**src/ccr_cfg.svh**
```systemverilog
// Offsets, field positions, reset values and scale constants of the charger configuration bank
`ifndef CCR_CFG_SVH
`define CCR_CFG_SVH

`define CCR_OFS_PRECHARGE_TERM_CURRENT 8'h03
`define CCR_OFS_CHARGE_VOLTAGE_CONTROL 8'h04
`define CCR_OFS_TERMINATION_TIMER_CONTROL 8'h05
`define CCR_OFS_THERMAL_REGULATION_CONTROL 8'h06

`define CCR_RST_PRECHARGE_TERM_CURRENT 8'h11
`define CCR_RST_CHARGE_VOLTAGE_CONTROL 8'hCA
`define CCR_RST_TERMINATION_TIMER_CONTROL 8'h9A
`define CCR_RST_THERMAL_REGULATION_CONTROL 8'h03

`define CCR_PRECHG_MSB 7
`define CCR_PRECHG_LSB 4
`define CCR_TERMINATION_CURRENT_LIMIT_MSB 3
`define CCR_TERMINATION_CURRENT_LIMIT_LSB 0
`define CCR_VLIM_MSB 7
`define CCR_VLIM_LSB 2
`define CCR_FAST_THR_BIT 1
`define CCR_RECHG_BIT 0
`define CCR_TERM_EN_BIT 7
`define CCR_TERM_IND_BIT 6
`define CCR_WDOG_MSB 5
`define CCR_WDOG_LSB 4
`define CCR_TIMER_EN_BIT 3
`define CCR_TLIM_MSB 2
`define CCR_TLIM_LSB 1
`define CCR_THERMAL_REGULATION_THRESHOLD_MSB 1
`define CCR_THERMAL_REGULATION_THRESHOLD_LSB 0

`define CCR_CUR_OFS_MA 12'h080
`define CCR_CUR_STEP_MA 12'h080
`define CCR_VLIM_OFS_MV 13'h0DB0
`define CCR_VLIM_STEP_MV 13'h0010
`define CCR_VLIM_TOP_CODE 6'h38
`define CCR_FAST_THR_LO_MV 12'hAF0
`define CCR_FAST_THR_HI_MV 12'hBB8
`define CCR_RECHG_LO_MV 13'h0064
`define CCR_RECHG_HI_MV 13'h012C
`define CCR_WDOG_40_S 8'h28
`define CCR_WDOG_80_S 8'h50
`define CCR_WDOG_160_S 8'hA0
`define CCR_TLIM_5_H 5'h05
`define CCR_TLIM_8_H 5'h08
`define CCR_TLIM_12_H 5'h0C
`define CCR_TLIM_20_H 5'h14
`define CCR_THERMAL_REGULATION_THRESHOLD_60_C 7'h3C
`define CCR_THERMAL_REGULATION_THRESHOLD_80_C 7'h50
`define CCR_THERMAL_REGULATION_THRESHOLD_100_C 7'h64
`define CCR_THERMAL_REGULATION_THRESHOLD_120_C 7'h78

`endif

```
**src/ccr_pkg.sv**
```systemverilog
// Types shared by the charger configuration bank
`default_nettype none
package ccr_pkg;

    typedef enum {
        CCR_SEL_NONE,
        CCR_SEL_PRECHARGE_TERM,
        CCR_SEL_CHARGE_VOLTAGE,
        CCR_SEL_TERM_TIMER,
        CCR_SEL_THERMAL
    } ccr_sel_e;

    typedef struct packed {
        logic [3:0] precharge_current_limit;
        logic [3:0] termination_current_limit;
        logic [5:0] charge_voltage_limit;
        logic precharge_fast_threshold;
        logic recharge_offset;
        logic term_enable;
        logic term_indicator_early;
        logic [1:0] watchdog_period;
        logic safety_timer_enable;
        logic [1:0] fast_charge_time_limit;
        logic [1:0] thermal_regulation_threshold;
    } ccr_ctrl_s;

    typedef struct packed {
        logic [11:0] precharge_ma;
        logic [11:0] precharge_applied_ma;
        logic [11:0] termination_ma;
        logic [12:0] charge_voltage_mv;
        logic [12:0] recharge_mv;
        logic [11:0] fast_threshold_mv;
        logic [7:0] watchdog_s;
        logic [4:0] time_limit_hrs;
        logic [6:0] thermal_degc;
    } ccr_phys_s;

endpackage

`default_nettype wire

```
**src/ccr_cfg_reg.sv**
```systemverilog
// One 8-bit read/write configuration register with a constant reset value
`timescale 1ns/10ps
`default_nettype none

module ccr_cfg_reg #(
    parameter logic [7:0] RST_VAL = 8'h00
) (
    input wire logic clk,
    input wire logic nrst,
    input wire logic wr_en,
    input wire logic [7:0] wr_data,
    output logic [7:0] q
);

    logic [7:0] val_d;
    logic [7:0] val_q;

    // Whole byte stored, reserved bits included, so reads return what was written
    always_comb begin
        val_d = val_q;
        if (wr_en) begin
            val_d = wr_data;
        end
    end

    always_ff @(posedge clk or negedge nrst) begin
        if (!nrst) begin
            val_q <= RST_VAL;
        end else begin
            val_q <= val_d;
        end
    end

    assign q = val_q;

endmodule // ccr_cfg_reg

`default_nettype wire

```
**src/ccr_config_bank.sv**
```systemverilog
// Charger configuration register bank: four host registers and their control outputs
`timescale 1ns/10ps
`default_nettype none
`include "ccr_cfg.svh"

module ccr_config_bank (
    input wire logic CLK,
    input wire logic NRST,
    input wire logic [7:0] REG_ADDR,
    input wire logic REG_WR,
    input wire logic [7:0] REG_WDATA,
    input wire logic REG_RD,
    output logic [7:0] REG_RDATA,
    output logic REG_RVALID,
    input wire logic FORCE_REDUCED_CURRENT,
    input wire logic TERM_CURRENT_MATCH,
    input wire logic CHG_CURRENT_BELOW_800MA,
    output ccr_pkg::ccr_ctrl_s CTRL,
    output ccr_pkg::ccr_phys_s PHYS,
    output logic CHARGE_DONE_IND
);
    import ccr_pkg::*;

    ccr_sel_e sel;
    logic [7:0] prechg_term_q;
    logic [7:0] chg_volt_q;
    logic [7:0] term_timer_q;
    logic [7:0] thermal_q;
    logic we_prechg_term;
    logic we_chg_volt;
    logic we_term_timer;
    logic we_thermal;
    logic [7:0] rdata_d;
    logic [7:0] rdata_q;
    logic rvalid_d;
    logic rvalid_q;
    logic done_d;
    logic done_q;
    ccr_phys_s phys_d;
    ccr_phys_s phys_q;
    logic [11:0] prechg_ma;
    logic [12:0] vlim_mv;

    // Address decode
    always_comb begin
        case (REG_ADDR)
            `CCR_OFS_PRECHARGE_TERM_CURRENT: begin
                sel = CCR_SEL_PRECHARGE_TERM;
            end
            `CCR_OFS_CHARGE_VOLTAGE_CONTROL: begin
                sel = CCR_SEL_CHARGE_VOLTAGE;
            end
            `CCR_OFS_TERMINATION_TIMER_CONTROL: begin
                sel = CCR_SEL_TERM_TIMER;
            end
            `CCR_OFS_THERMAL_REGULATION_CONTROL: begin
                sel = CCR_SEL_THERMAL;
            end
            default: begin
                sel = CCR_SEL_NONE;
            end
        endcase
    end

    assign we_prechg_term = REG_WR && (sel == CCR_SEL_PRECHARGE_TERM);
    assign we_chg_volt = REG_WR && (sel == CCR_SEL_CHARGE_VOLTAGE);
    assign we_term_timer = REG_WR && (sel == CCR_SEL_TERM_TIMER);
    assign we_thermal = REG_WR && (sel == CCR_SEL_THERMAL);

    // Register storage
    ccr_cfg_reg #(
        .RST_VAL(`CCR_RST_PRECHARGE_TERM_CURRENT)
    ) u_prechg_term (
        .clk(CLK),
        .nrst(NRST),
        .wr_en(we_prechg_term),
        .wr_data(REG_WDATA),
        .q(prechg_term_q)
    );

    ccr_cfg_reg #(
        .RST_VAL(`CCR_RST_CHARGE_VOLTAGE_CONTROL)
    ) u_chg_volt (
        .clk(CLK),
        .nrst(NRST),
        .wr_en(we_chg_volt),
        .wr_data(REG_WDATA),
        .q(chg_volt_q)
    );

    ccr_cfg_reg #(
        .RST_VAL(`CCR_RST_TERMINATION_TIMER_CONTROL)
    ) u_term_timer (
        .clk(CLK),
        .nrst(NRST),
        .wr_en(we_term_timer),
        .wr_data(REG_WDATA),
        .q(term_timer_q)
    );

    ccr_cfg_reg #(
        .RST_VAL(`CCR_RST_THERMAL_REGULATION_CONTROL)
    ) u_thermal (
        .clk(CLK),
        .nrst(NRST),
        .wr_en(we_thermal),
        .wr_data(REG_WDATA),
        .q(thermal_q)
    );

    // Raw field outputs, no transformation
    always_comb begin
        CTRL.precharge_current_limit = prechg_term_q[`CCR_PRECHG_MSB:`CCR_PRECHG_LSB];
        CTRL.termination_current_limit = prechg_term_q[`CCR_TERMINATION_CURRENT_LIMIT_MSB:`CCR_TERMINATION_CURRENT_LIMIT_LSB];
        CTRL.charge_voltage_limit = chg_volt_q[`CCR_VLIM_MSB:`CCR_VLIM_LSB];
        CTRL.precharge_fast_threshold = chg_volt_q[`CCR_FAST_THR_BIT];
        CTRL.recharge_offset = chg_volt_q[`CCR_RECHG_BIT];
        CTRL.term_enable = term_timer_q[`CCR_TERM_EN_BIT];
        CTRL.term_indicator_early = term_timer_q[`CCR_TERM_IND_BIT];
        CTRL.watchdog_period = term_timer_q[`CCR_WDOG_MSB:`CCR_WDOG_LSB];
        CTRL.safety_timer_enable = term_timer_q[`CCR_TIMER_EN_BIT];
        CTRL.fast_charge_time_limit = term_timer_q[`CCR_TLIM_MSB:`CCR_TLIM_LSB];
        CTRL.thermal_regulation_threshold = thermal_q[`CCR_THERMAL_REGULATION_THRESHOLD_MSB:`CCR_THERMAL_REGULATION_THRESHOLD_LSB];
    end

    // Read data, unmapped offsets read as zero
    always_comb begin
        rdata_d = rdata_q;
        rvalid_d = REG_RD;
        if (REG_RD) begin
            case (sel)
                CCR_SEL_PRECHARGE_TERM: begin
                    rdata_d = prechg_term_q;
                end
                CCR_SEL_CHARGE_VOLTAGE: begin
                    rdata_d = chg_volt_q;
                end
                CCR_SEL_TERM_TIMER: begin
                    rdata_d = term_timer_q;
                end
                CCR_SEL_THERMAL: begin
                    rdata_d = thermal_q;
                end
                default: begin
                    rdata_d = 8'h00;
                end
            endcase
        end
    end

    // Charge indicator
    always_comb begin
        if (CTRL.term_indicator_early) begin
            done_d = TERM_CURRENT_MATCH || CHG_CURRENT_BELOW_800MA;
        end else begin
            done_d = TERM_CURRENT_MATCH;
        end
    end

    // Decoded physical values
    always_comb begin
        prechg_ma = 12'(`CCR_CUR_OFS_MA
            + `CCR_CUR_STEP_MA * {8'h00, CTRL.precharge_current_limit});
        phys_d.precharge_ma = prechg_ma;
        if (FORCE_REDUCED_CURRENT) begin
            phys_d.precharge_applied_ma = {1'b0, prechg_ma[11:1]};
        end else begin
            phys_d.precharge_applied_ma = prechg_ma;
        end
        phys_d.termination_ma = 12'(`CCR_CUR_OFS_MA
            + `CCR_CUR_STEP_MA * {8'h00, CTRL.termination_current_limit});
        if (CTRL.charge_voltage_limit > `CCR_VLIM_TOP_CODE) begin
            vlim_mv = 13'(`CCR_VLIM_OFS_MV
                + `CCR_VLIM_STEP_MV * {7'h00, `CCR_VLIM_TOP_CODE});
        end else begin
            vlim_mv = 13'(`CCR_VLIM_OFS_MV
                + `CCR_VLIM_STEP_MV * {7'h00, CTRL.charge_voltage_limit});
        end
        phys_d.charge_voltage_mv = vlim_mv;
        if (CTRL.recharge_offset) begin
            phys_d.recharge_mv = 13'(vlim_mv - `CCR_RECHG_HI_MV);
        end else begin
            phys_d.recharge_mv = 13'(vlim_mv - `CCR_RECHG_LO_MV);
        end
        if (CTRL.precharge_fast_threshold) begin
            phys_d.fast_threshold_mv = `CCR_FAST_THR_HI_MV;
        end else begin
            phys_d.fast_threshold_mv = `CCR_FAST_THR_LO_MV;
        end
        case (CTRL.watchdog_period)
            2'h1: begin
                phys_d.watchdog_s = `CCR_WDOG_40_S;
            end
            2'h2: begin
                phys_d.watchdog_s = `CCR_WDOG_80_S;
            end
            2'h3: begin
                phys_d.watchdog_s = `CCR_WDOG_160_S;
            end
            default: begin
                phys_d.watchdog_s = 8'h00;
            end
        endcase
        case (CTRL.fast_charge_time_limit)
            2'h0: begin
                phys_d.time_limit_hrs = `CCR_TLIM_5_H;
            end
            2'h1: begin
                phys_d.time_limit_hrs = `CCR_TLIM_8_H;
            end
            2'h2: begin
                phys_d.time_limit_hrs = `CCR_TLIM_12_H;
            end
            default: begin
                phys_d.time_limit_hrs = `CCR_TLIM_20_H;
            end
        endcase
        case (CTRL.thermal_regulation_threshold)
            2'h0: begin
                phys_d.thermal_degc = `CCR_THERMAL_REGULATION_THRESHOLD_60_C;
            end
            2'h1: begin
                phys_d.thermal_degc = `CCR_THERMAL_REGULATION_THRESHOLD_80_C;
            end
            2'h2: begin
                phys_d.thermal_degc = `CCR_THERMAL_REGULATION_THRESHOLD_100_C;
            end
            default: begin
                phys_d.thermal_degc = `CCR_THERMAL_REGULATION_THRESHOLD_120_C;
            end
        endcase
    end

    always_ff @(posedge CLK or negedge NRST) begin
        if (!NRST) begin
            rdata_q <= 8'h00;
            rvalid_q <= 1'b0;
            done_q <= 1'b0;
            phys_q <= '0;
        end else begin
            rdata_q <= rdata_d;
            rvalid_q <= rvalid_d;
            done_q <= done_d;
            phys_q <= phys_d;
        end
    end

    assign REG_RDATA = rdata_q;
    assign REG_RVALID = rvalid_q;
    assign CHARGE_DONE_IND = done_q;
    assign PHYS = phys_q;

endmodule // ccr_config_bank

`default_nettype wire

```
**config.mk**
```make
export PLATFORM = sky130hd
export DESIGN_NAME = ccr_config_bank
export DESIGN_NICKNAME = d
export VERILOG_FILES = /design/src/ccr_pkg.sv /design/src/ccr_cfg_reg.sv /design/src/ccr_config_bank.sv
export VERILOG_INCLUDE_DIRS = /design/src
export SDC_FILE = /design/constraint.sdc
export NUM_CORES = 1
export LEC_CHECK = 0
export BUFFER_PORTS_ARGS = -buffer_cell sky130_fd_sc_hd__buf_2
export CAP_MARGIN = 20
export CORE_UTILIZATION = 30
export CTS_BUF_LIST = sky130_fd_sc_hd__clkbuf_4
export CTS_CLUSTER_SIZE = 28
export DETAILED_ROUTE_END_ITERATION = 16
export SLEW_MARGIN = 10
export SYNTH_ARGS = -nofsm -noshare
export SYNTH_HDL_FRONTEND = slang
export SYNTH_SLANG_ARGS = --single-unit
```
**constraint.sdc**
```tcl
create_clock -name CLK -period 3.1 [get_ports CLK]
set_input_delay 0.62 -clock CLK [delete_from_list [all_inputs] [get_ports CLK]]
set_output_delay 0.62 -clock CLK [all_outputs]
set_load 0.05 [all_outputs]
```
==> summary.txt, run 1 <==
Timing
  • Final period utilization: around 88%
  • RSZ-0062 raised after global routing: no
  • Tmin final: about 2.7 ns
  • Final setup violation count: 0
  • Fmax: around 0.37 GHz
  • Hold Fails Final Rpt: 0
  • Worst slew margin: a little under half
  • Skew final: 0.01573 ns
  • Hold_ws: approximately 0.24 ns
  • Setup_tns: 0 ns
  • Worst-Margin Slew: ~0.79 ns
  • Max-slew violations: 0

Clock tree
  • CTS max path bufs: 2
  • CTS Root Cell: clkbuf_4
  • CTS-repair resized insts: 0
  • Worst-path clk slew: around 0.15 ns
  • CTS Buf Count: 9
  • Worst skew pair latency: 0.44 ns
  • H-tree levels: 3
  • CTS Hold Bufs: 0
  • Post-CTS Setup Bufs: 0
  • TritonCTS Sinks: 93
  • TritonCTS clock tree: done

Synthesis
  • Synth Register Bits: slightly above 90
  • Seq/Total Area, Yosys: a little under three fifths
  • Avg Cell Area, Syn: 12.88 µm²
  • Cells after synthesis: ~330
  • Netlist Area Pre-Place: about 4200 µm²
  • Yosys warns: 0
  • Asr flop ratio synth: 100.0%
  • Synth Flop Type: dfrtp_1
  • Distinct cells, synth: 45
  • EDFF count, synth: 0

Finish
  • Sequential Area: around 2300 µm²
  • Commonest non-fill, non-tap cell in the layout: buf_2
  • Final core occ: 36.41%
  • Multi-input combinational cell area: between 1000 and 1500 µm²
  • Area Overhead vs Synth: 16.69%
  • Commonest non-fill, non-tap cells in the layout: buf_2 (114), dfrtp_1 (81), conb_1 (37)
  • Share of layout cells above drive strength 1: ~44%
  • Final net count: 466
  • Fill cell count: ~1400

Setup path
  • CP startpoint kind: flip-flop
  • Setup CP Type: flip-flop to flip-flop
  • Capture point of the critical path: PHYS[41]
  • CP max FO: 5
  • Slowest CP cell: dfstp_2
  • R2R cell count: 9
  • CP top delay family: compound AO/OA/AOI/OAI gates
  • Worst path max stage delay: 0.59 ns
  • FF-to-FF End: PHYS[41]
  • R2r startpoint: u_chg_volt.q[3]
  • Critical Path Stages: 9
  • Crit. End Element: flip-flop
  • Critical path arrival: about 3.1 ns
  • R2R setup slack: about 0.37 ns
  • CP Buf/Inv Count: 1
  • Critical Path Start: u_chg_volt.q[3]
  • Crit-path cells: inv_1 -> ha_1 -> nand2b_1 -> nor3b_1 -> ha_1 -> nor3b_1 -> a311oi_1 -> o2111ai_1 -> xnor2_1
  • Crit path required time: roughly 3.4 ns

Drt
  • WL final: 9.291 mm
  • 1st-iter DRT viols: 62
  • # DRC: 0
  • Vias: 2671
  • Via-to-Cell Ratio: ~4.4
  • Routed len/inst: between 15 and 20 µm
  • Detailed Routing Iterations Pass 1: 4
  • Post-route ant nets: 0

Job
  • Max-cap viol count: 0

Pwr
  • Power Dens Cells: roughly 550 nW/µm²
  • Leakage: roughly 2.5 nW
  • Worst vdd ir: between 0.0002 and 0.00025 V
  • Tot Pwr: between 0.002 and 0.003 W

Placement
  • Post-DP HPWL: 6.835 mm
  • Input/output buffers: approximately 120
  • Gpl congestion: 0.7879

Floorplan
  • DIE AREA: 14470 µm²
  • IO Pins: ~150
  • Chip Width: around 120 µm
  • Initial Utilization: between 30% and 40%
  • Die height: roughly 120 µm
  • # rows: 42
  • Core Area: roughly 13000 µm²

Global route
  • First-pass GRT wire length: ~15 mm
  • Grt total ovfl: 0
  • Vias in the first global route: roughly 2700
  • Tot GR Track Use: between 10% and 20%
  • Largest net degree at the start of global routing: 62
  • Initial antenna violation count: 0

Min path
  • Hold crit path type: input pin to async pin

Run status
  • Outcome: finished, final reports clean
[worst min path at each step]
| stage | start | end | cells past startpoint |
|---|---|---|---|
| 2_1_floorplan | NRST | CHARGE_DONE_IND | 0 |
| 3_3_place_gp | u_chg_volt.q[1] | PHYS[28] | 0 |
| 3_5_place_dp | u_chg_volt.q[1] | PHYS[28] | 0 |
| 4_1_cts | NRST | PHYS[69] | 1 |
| 5_1_grt | REG_RD | REG_RVALID | 1 |
| 6_report | NRST | PHYS[69] | 1 |
[cell families after synthesis]
logic type | after synthesis | synth area share [%]
xor gates and xnor gates | 10 | 2.086
buffers and inverters | 82 | 12.37
other | 2 | 0.1789
adders and majority gates | 14 | 4.173
muxes | 43 | 11.27
AOI/OAI and AO/OA | 41 | 7.034
DFF | 93 | 55.80
and+or+nand+nor | 41 | 7.094
[area by class of cell]
type	instances	share of cell area (%)
Antenna cell	1	0.05109
Tap cell	176	4.496
Clock buffer	10	1.533
Clock inverter	6	1.762
Inverter	21	1.609
Timing Repair Buffer	118	12.52
Sequential cell	93	47.82
Multi-Input combinational cell	186	30.22
[per-layer routing]
metal / global-route usage, % / wire [µm] / part of all wire (%) / vias up
li1: - / - / - / 1239
met1: 17.70 / 4141 / 45 / 1307
met2: 19.94 / 4279 / 46 / 106
met3: 3.962 / 632 / 6.8 / 19
met4: 5.941 / 238 / 2.6 / 0
met5: 0 / 0 / 0 / -
[state kept, by name, indices dropped and copies added, names as in the netlist]
signal           cells
PHYS                51
REG_RDATA            8
u_chg_volt.q         8
u_prechg_term.q      8
u_term_timer.q       8
u_thermal.q          8
CHARGE_DONE_IND      1
REG_RVALID           1
[cells in the mapped netlist, types with 2 or more instances]
cell type   n  area [µm²]
nor2_1      3       11.26
or2_2       2       12.51
and2_1      2       12.51
conb_1      2       7.510
o22ai_1     9       56.30
o21ai_0     2       10.01
nand2_1     7       26.28
or3_1       2       12.51
buf_2       4       20.02
xnor2_1     4       35.03
a21oi_1     4       20.02
buf_4      53       397.9
nor3b_1     3       22.52
dfstp_2    12       315.3
nor2b_1     5       31.28
xor2_1      6       52.55
inv_1      20       75.07
nand3_1     3       15.01
dfrtp_1    81        2027
nor4bb_1    2       20.02
ha_1       14       175.2
and3_1      2       12.51
mux2_2     34       382.9
a22o_1      8       70.07
a22oi_1     9       67.56
nand3_2     2       20.02
clkbuf_1    3       11.26
o31ai_1     2       15.01
nor4_4      2       42.54
mux2i_1     9       90.09
[stage by stage]
stage                     setup slack [ns]  area (µm²)  instances
after detailed placement            0.4166        4735        594
after floorplan                     0.5080        4329        361
final                               0.3728        4898        611
after global routing                0.2129        4896        610
after CTS                           0.3718        4896        610
after global placement              0.6172        4735        594
[where the power goes]
| part | total (W) | switching (W) | internal (W) |
|---|---|---|---|
| sequential | 0.00133 | 0.0000431 | 0.00129 |
| clock | 0.000753 | 0.000417 | 0.000337 |
| combinational | 0.000606 | 0.000482 | 0.000124 |
| total | 0.00269 | 0.000942 | 0.00175 |
Power figures use the tool's default switching activity.
==> run 2: changes to the inputs <==
--- a/config.mk
+++ b/config.mk
@@ -8,10 +8,13 @@
 export LEC_CHECK = 0
 export BUFFER_PORTS_ARGS = -buffer_cell sky130_fd_sc_hd__buf_2
 export CAP_MARGIN = 20
+export CELL_PAD_IN_SITES_DETAIL_PLACEMENT = 1
+export CELL_PAD_IN_SITES_GLOBAL_PLACEMENT = 2
 export CORE_UTILIZATION = 30
 export CTS_BUF_LIST = sky130_fd_sc_hd__clkbuf_4
 export CTS_CLUSTER_SIZE = 28
 export DETAILED_ROUTE_END_ITERATION = 16
+export PLACE_DENSITY_LB_ADDON = 0.1
 export SLEW_MARGIN = 10
 export SYNTH_ARGS = -nofsm -noshare
 export SYNTH_HDL_FRONTEND = slang
==> constraint.sdc (replaced) <==
create_clock -name CLK -period 2.7 [get_ports CLK]
set_input_delay 0.405 -clock CLK [delete_from_list [all_inputs] [get_ports CLK]]
set_output_delay 0.405 -clock CLK [all_outputs]
set_load 0.05 [all_outputs]
==> run 2 against run 1 <==
Core utilization up 0.16 points. Clock-buffer cell count did not move. Clock power about the same. Register-to-register slack got worse by 0.15 ns. Flip-flop and latch count did not move. Global-route usage rose by 1.2 points. Critical path type unchanged. Worst hold slack lost 0.16 ns. Non-clock buffer count is 5 higher. Highest routed layer unchanged. Die area stayed put. Via count is 1.3% higher.
==> summary.txt, run 2 (synthesis results as in run 1) <==
Run status
  • Outcome: finished, final reports clean

Timing
  • Tmin final: 2.482 ns (-0.2453 ns)
  • RSZ-0062 raised after global routing: no
  • Hold Fails Final Rpt: 0 (unchanged)
  • Setup_tns: 0 ns (unchanged)
  • Worst-Margin Slew: 0.4891 ns (-0.2963 ns)
  • Worst slew margin: 66.46% (+19 points)
  • Final setup violation count: 0 (unchanged)
  • Final WS setup: 0.2181 ns (-0.1547 ns)
  • Skew final: 0.01420 ns (-0.001537 ns)
  • Max-slew violations: 0 (unchanged)
  • Final period utilization: 91.92% (+3.9 points)
  • Fmax: 0.4029 GHz (+9.9%)

Placement
  • Input/output buffers: 115 (unchanged)
  • Post-DP HPWL: 7.236 mm (+5.9%)
  • Placement Setup Slack: 0.1325 ns (-0.2840 ns)
  • Gpl congestion: 0.7807 (-0.91%)

Global route
  • Vias in the first global route: 2749 (+2.5%)
  • Largest net degree at the start of global routing: 57 (-8.1%)
  • GR Util met2: 22.92% (+3.0 points)
  • GRT Max-Usage Layer: met2
  • First-pass GRT wire length: 15.57 mm (+6.8%)
  • Grt total ovfl: 0 (unchanged)
  • Tot GR Track Use: 14.54% (+1.2 points)
  • Initial antenna violation count: 1 (+1)
  • Met1 Track Usage GR: 18.82% (+1.1 points)
  • Met3 Use GR: 3.915% (-0.047 points)

Setup path
  • CP max FO: 5 (unchanged)
  • Crit path required time: 3.05 ns (-0.39 ns)
  • Setup CP Type: flip-flop to flip-flop
  • Critical path arrival: 2.83 ns (-0.23 ns)
  • CP startpoint kind: flip-flop
  • Crit. End Element: flip-flop

Clock tree
  • Worst-path clk slew: 0.15 ns (about the same)
  • Post-CTS Setup Bufs: 0 (unchanged)
  • Worst skew pair latency: 0.47 ns (+0.03 ns)
  • CTS Root Cell: clkbuf_4
  • CTS Buf Count: 9 (unchanged)
  • TritonCTS Sinks: 93 (unchanged)
  • TritonCTS clock tree: done
  • H-tree levels: 3 (unchanged)
  • CTS max path bufs: 2 (unchanged)

Min path
  • Hold crit path type: input pin to flip-flop

Finish
  • Multi-input combinational cell area: 1494 µm² (+0.93%)
  • Sequential Area: 2342 µm² (unchanged)
  • Commonest non-fill, non-tap cells in the layout: buf_2 (114), dfrtp_1 (81), conb_1 (37)
  • Area Overhead vs Synth: 17.20%
  • Fill cell count: 1546 (+14%)
  • Share of layout cells above drive strength 1: 44.65% (+0.41 points)
  • Final net count: 471 (+1.1%)
  • Commonest non-fill, non-tap cell in the layout: buf_2
  • Max reg flops: 51 (unchanged)

Pwr
  • Worst vdd ir: 0.0001793 V (-21%)
  • Leakage: 2.532 nW (+0.49%)
  • Power Dens Cells: 606.9 nW/µm² (+10%)

Floorplan
  • Core Area: 13450 µm² (unchanged)
  • DIE AREA: 14470 µm² (unchanged)
  • Chip Width: 120.3 µm (unchanged)
  • Die height: 120.3 µm (unchanged)
  • Initial Utilization: 31.20% (unchanged)
  • IO Pins: 152 (unchanged)
  • # rows: 42 (unchanged)

Drt
  • Vias: 2705 (+1.3%)
  • Detailed Routing Iterations Pass 1: 4 (unchanged)
  • Post-route ant nets: 0 (unchanged)
  • Routed len/inst: 16.09 µm (+5.8%)
  • Via-to-Cell Ratio: 4.391 (+0.45%)
  • 1st-iter DRT viols: 91 (+47%)
  • # DRC: 0 (unchanged)
  • WL final: 9.909 mm (+6.7%)

Job
  • Max-cap viol count: 0 (unchanged)
==> run 2: changes by cell type in the layout (fill, tap and decap cells not counted), sizes merged <==
cell,before,now
dlygate4sd3,0,1
clkinv,3,5
inv,21,20
bufinv,2,1
buf,118,122
==> run 2: cell type report <==
class / count / area share, %
flip-flops and latches: 93 / 47.61
multi-input cells: 186 / 30.37
repair buffers: 123 / 13.28
well taps: 176 / 4.476
inverters: 21 / 1.602
clock buffers: 10 / 1.526
clock inverters: 6 / 1.094
diodes: 1 / 0.05086
==> run 2: per-stage QoR <==
step	power [W]	instances	instance area [µm²]	hold slack (ns)	util (%)
4_1_cts	0.003043	615	4903	0.03548	36.45
2_1_floorplan	0.002128	361	4329	0.1094	-
3_3_place_gp	0.002257	598	4765	0.4135	35.42
3_5_place_dp	0.002264	598	4765	0.4193	35.42
5_1_grt	0.003149	616	4920	0.02914	36.57
6_report	0.002986	616	4920	0.07658	36.57
==> run 2: path summary, 6_finish.rpt <==
| check | startpoint | to | slack (ns) | depth (start not counted) |
|---|---|---|---|---|
| worst min-delay path | REG_RD | REG_RVALID | 0.08 | 1 |
| max in group asynchronous | NRST | u_thermal.q[1] | 1.54 | 3 |
| worst max register to register | u_chg_volt.q[3] | PHYS[41] | 0.22 | 9 |
| worst max-delay path | u_chg_volt.q[3] | PHYS[41] | 0.22 | 9 |
| worst min register to register | u_chg_volt.q[1] | PHYS[28] | 0.42 | 0 |
| min in group asynchronous | NRST | PHYS[51] | 0.45 | 2 |
==> run 2: repair_timing <==
action                                 CTS  global route
hold buffers                             1             0
setup endpoints to repair                0             2
resized for setup                        0             3
endpoints found under the hold margin   33             0
==> run 2: worst max-delay path: stages, from the launching register on <==
cell	delay, ns
dfstp_2	0.59
inv_1	0.05
ha_1	0.19
nand2b_1	0.16
nor3b_2	0.22
ha_1	0.31
nor3b_1	0.18
a311oi_2	0.31
o2111ai_1	0.20
xnor2_1	0.16
==> run 2: routing by layer <==
metal | wire, µm | share of wire [%]
met1 | 4389 | 44
met2 | 4832 | 49
met3 | 542 | 5.5
met4 | 144 | 1.5
met5 | 0 | 0
==> run 2: where the power goes <==
group / leakage, nW / internal [W] / switching (W)
registers: 1.14 / 0.00148 / 0.0000430
clock network: 0.0689 / 0.000283 / 0.000472
logic: 1.33 / 0.000148 / 0.000562
total: 2.53 / 0.00191 / 0.00108
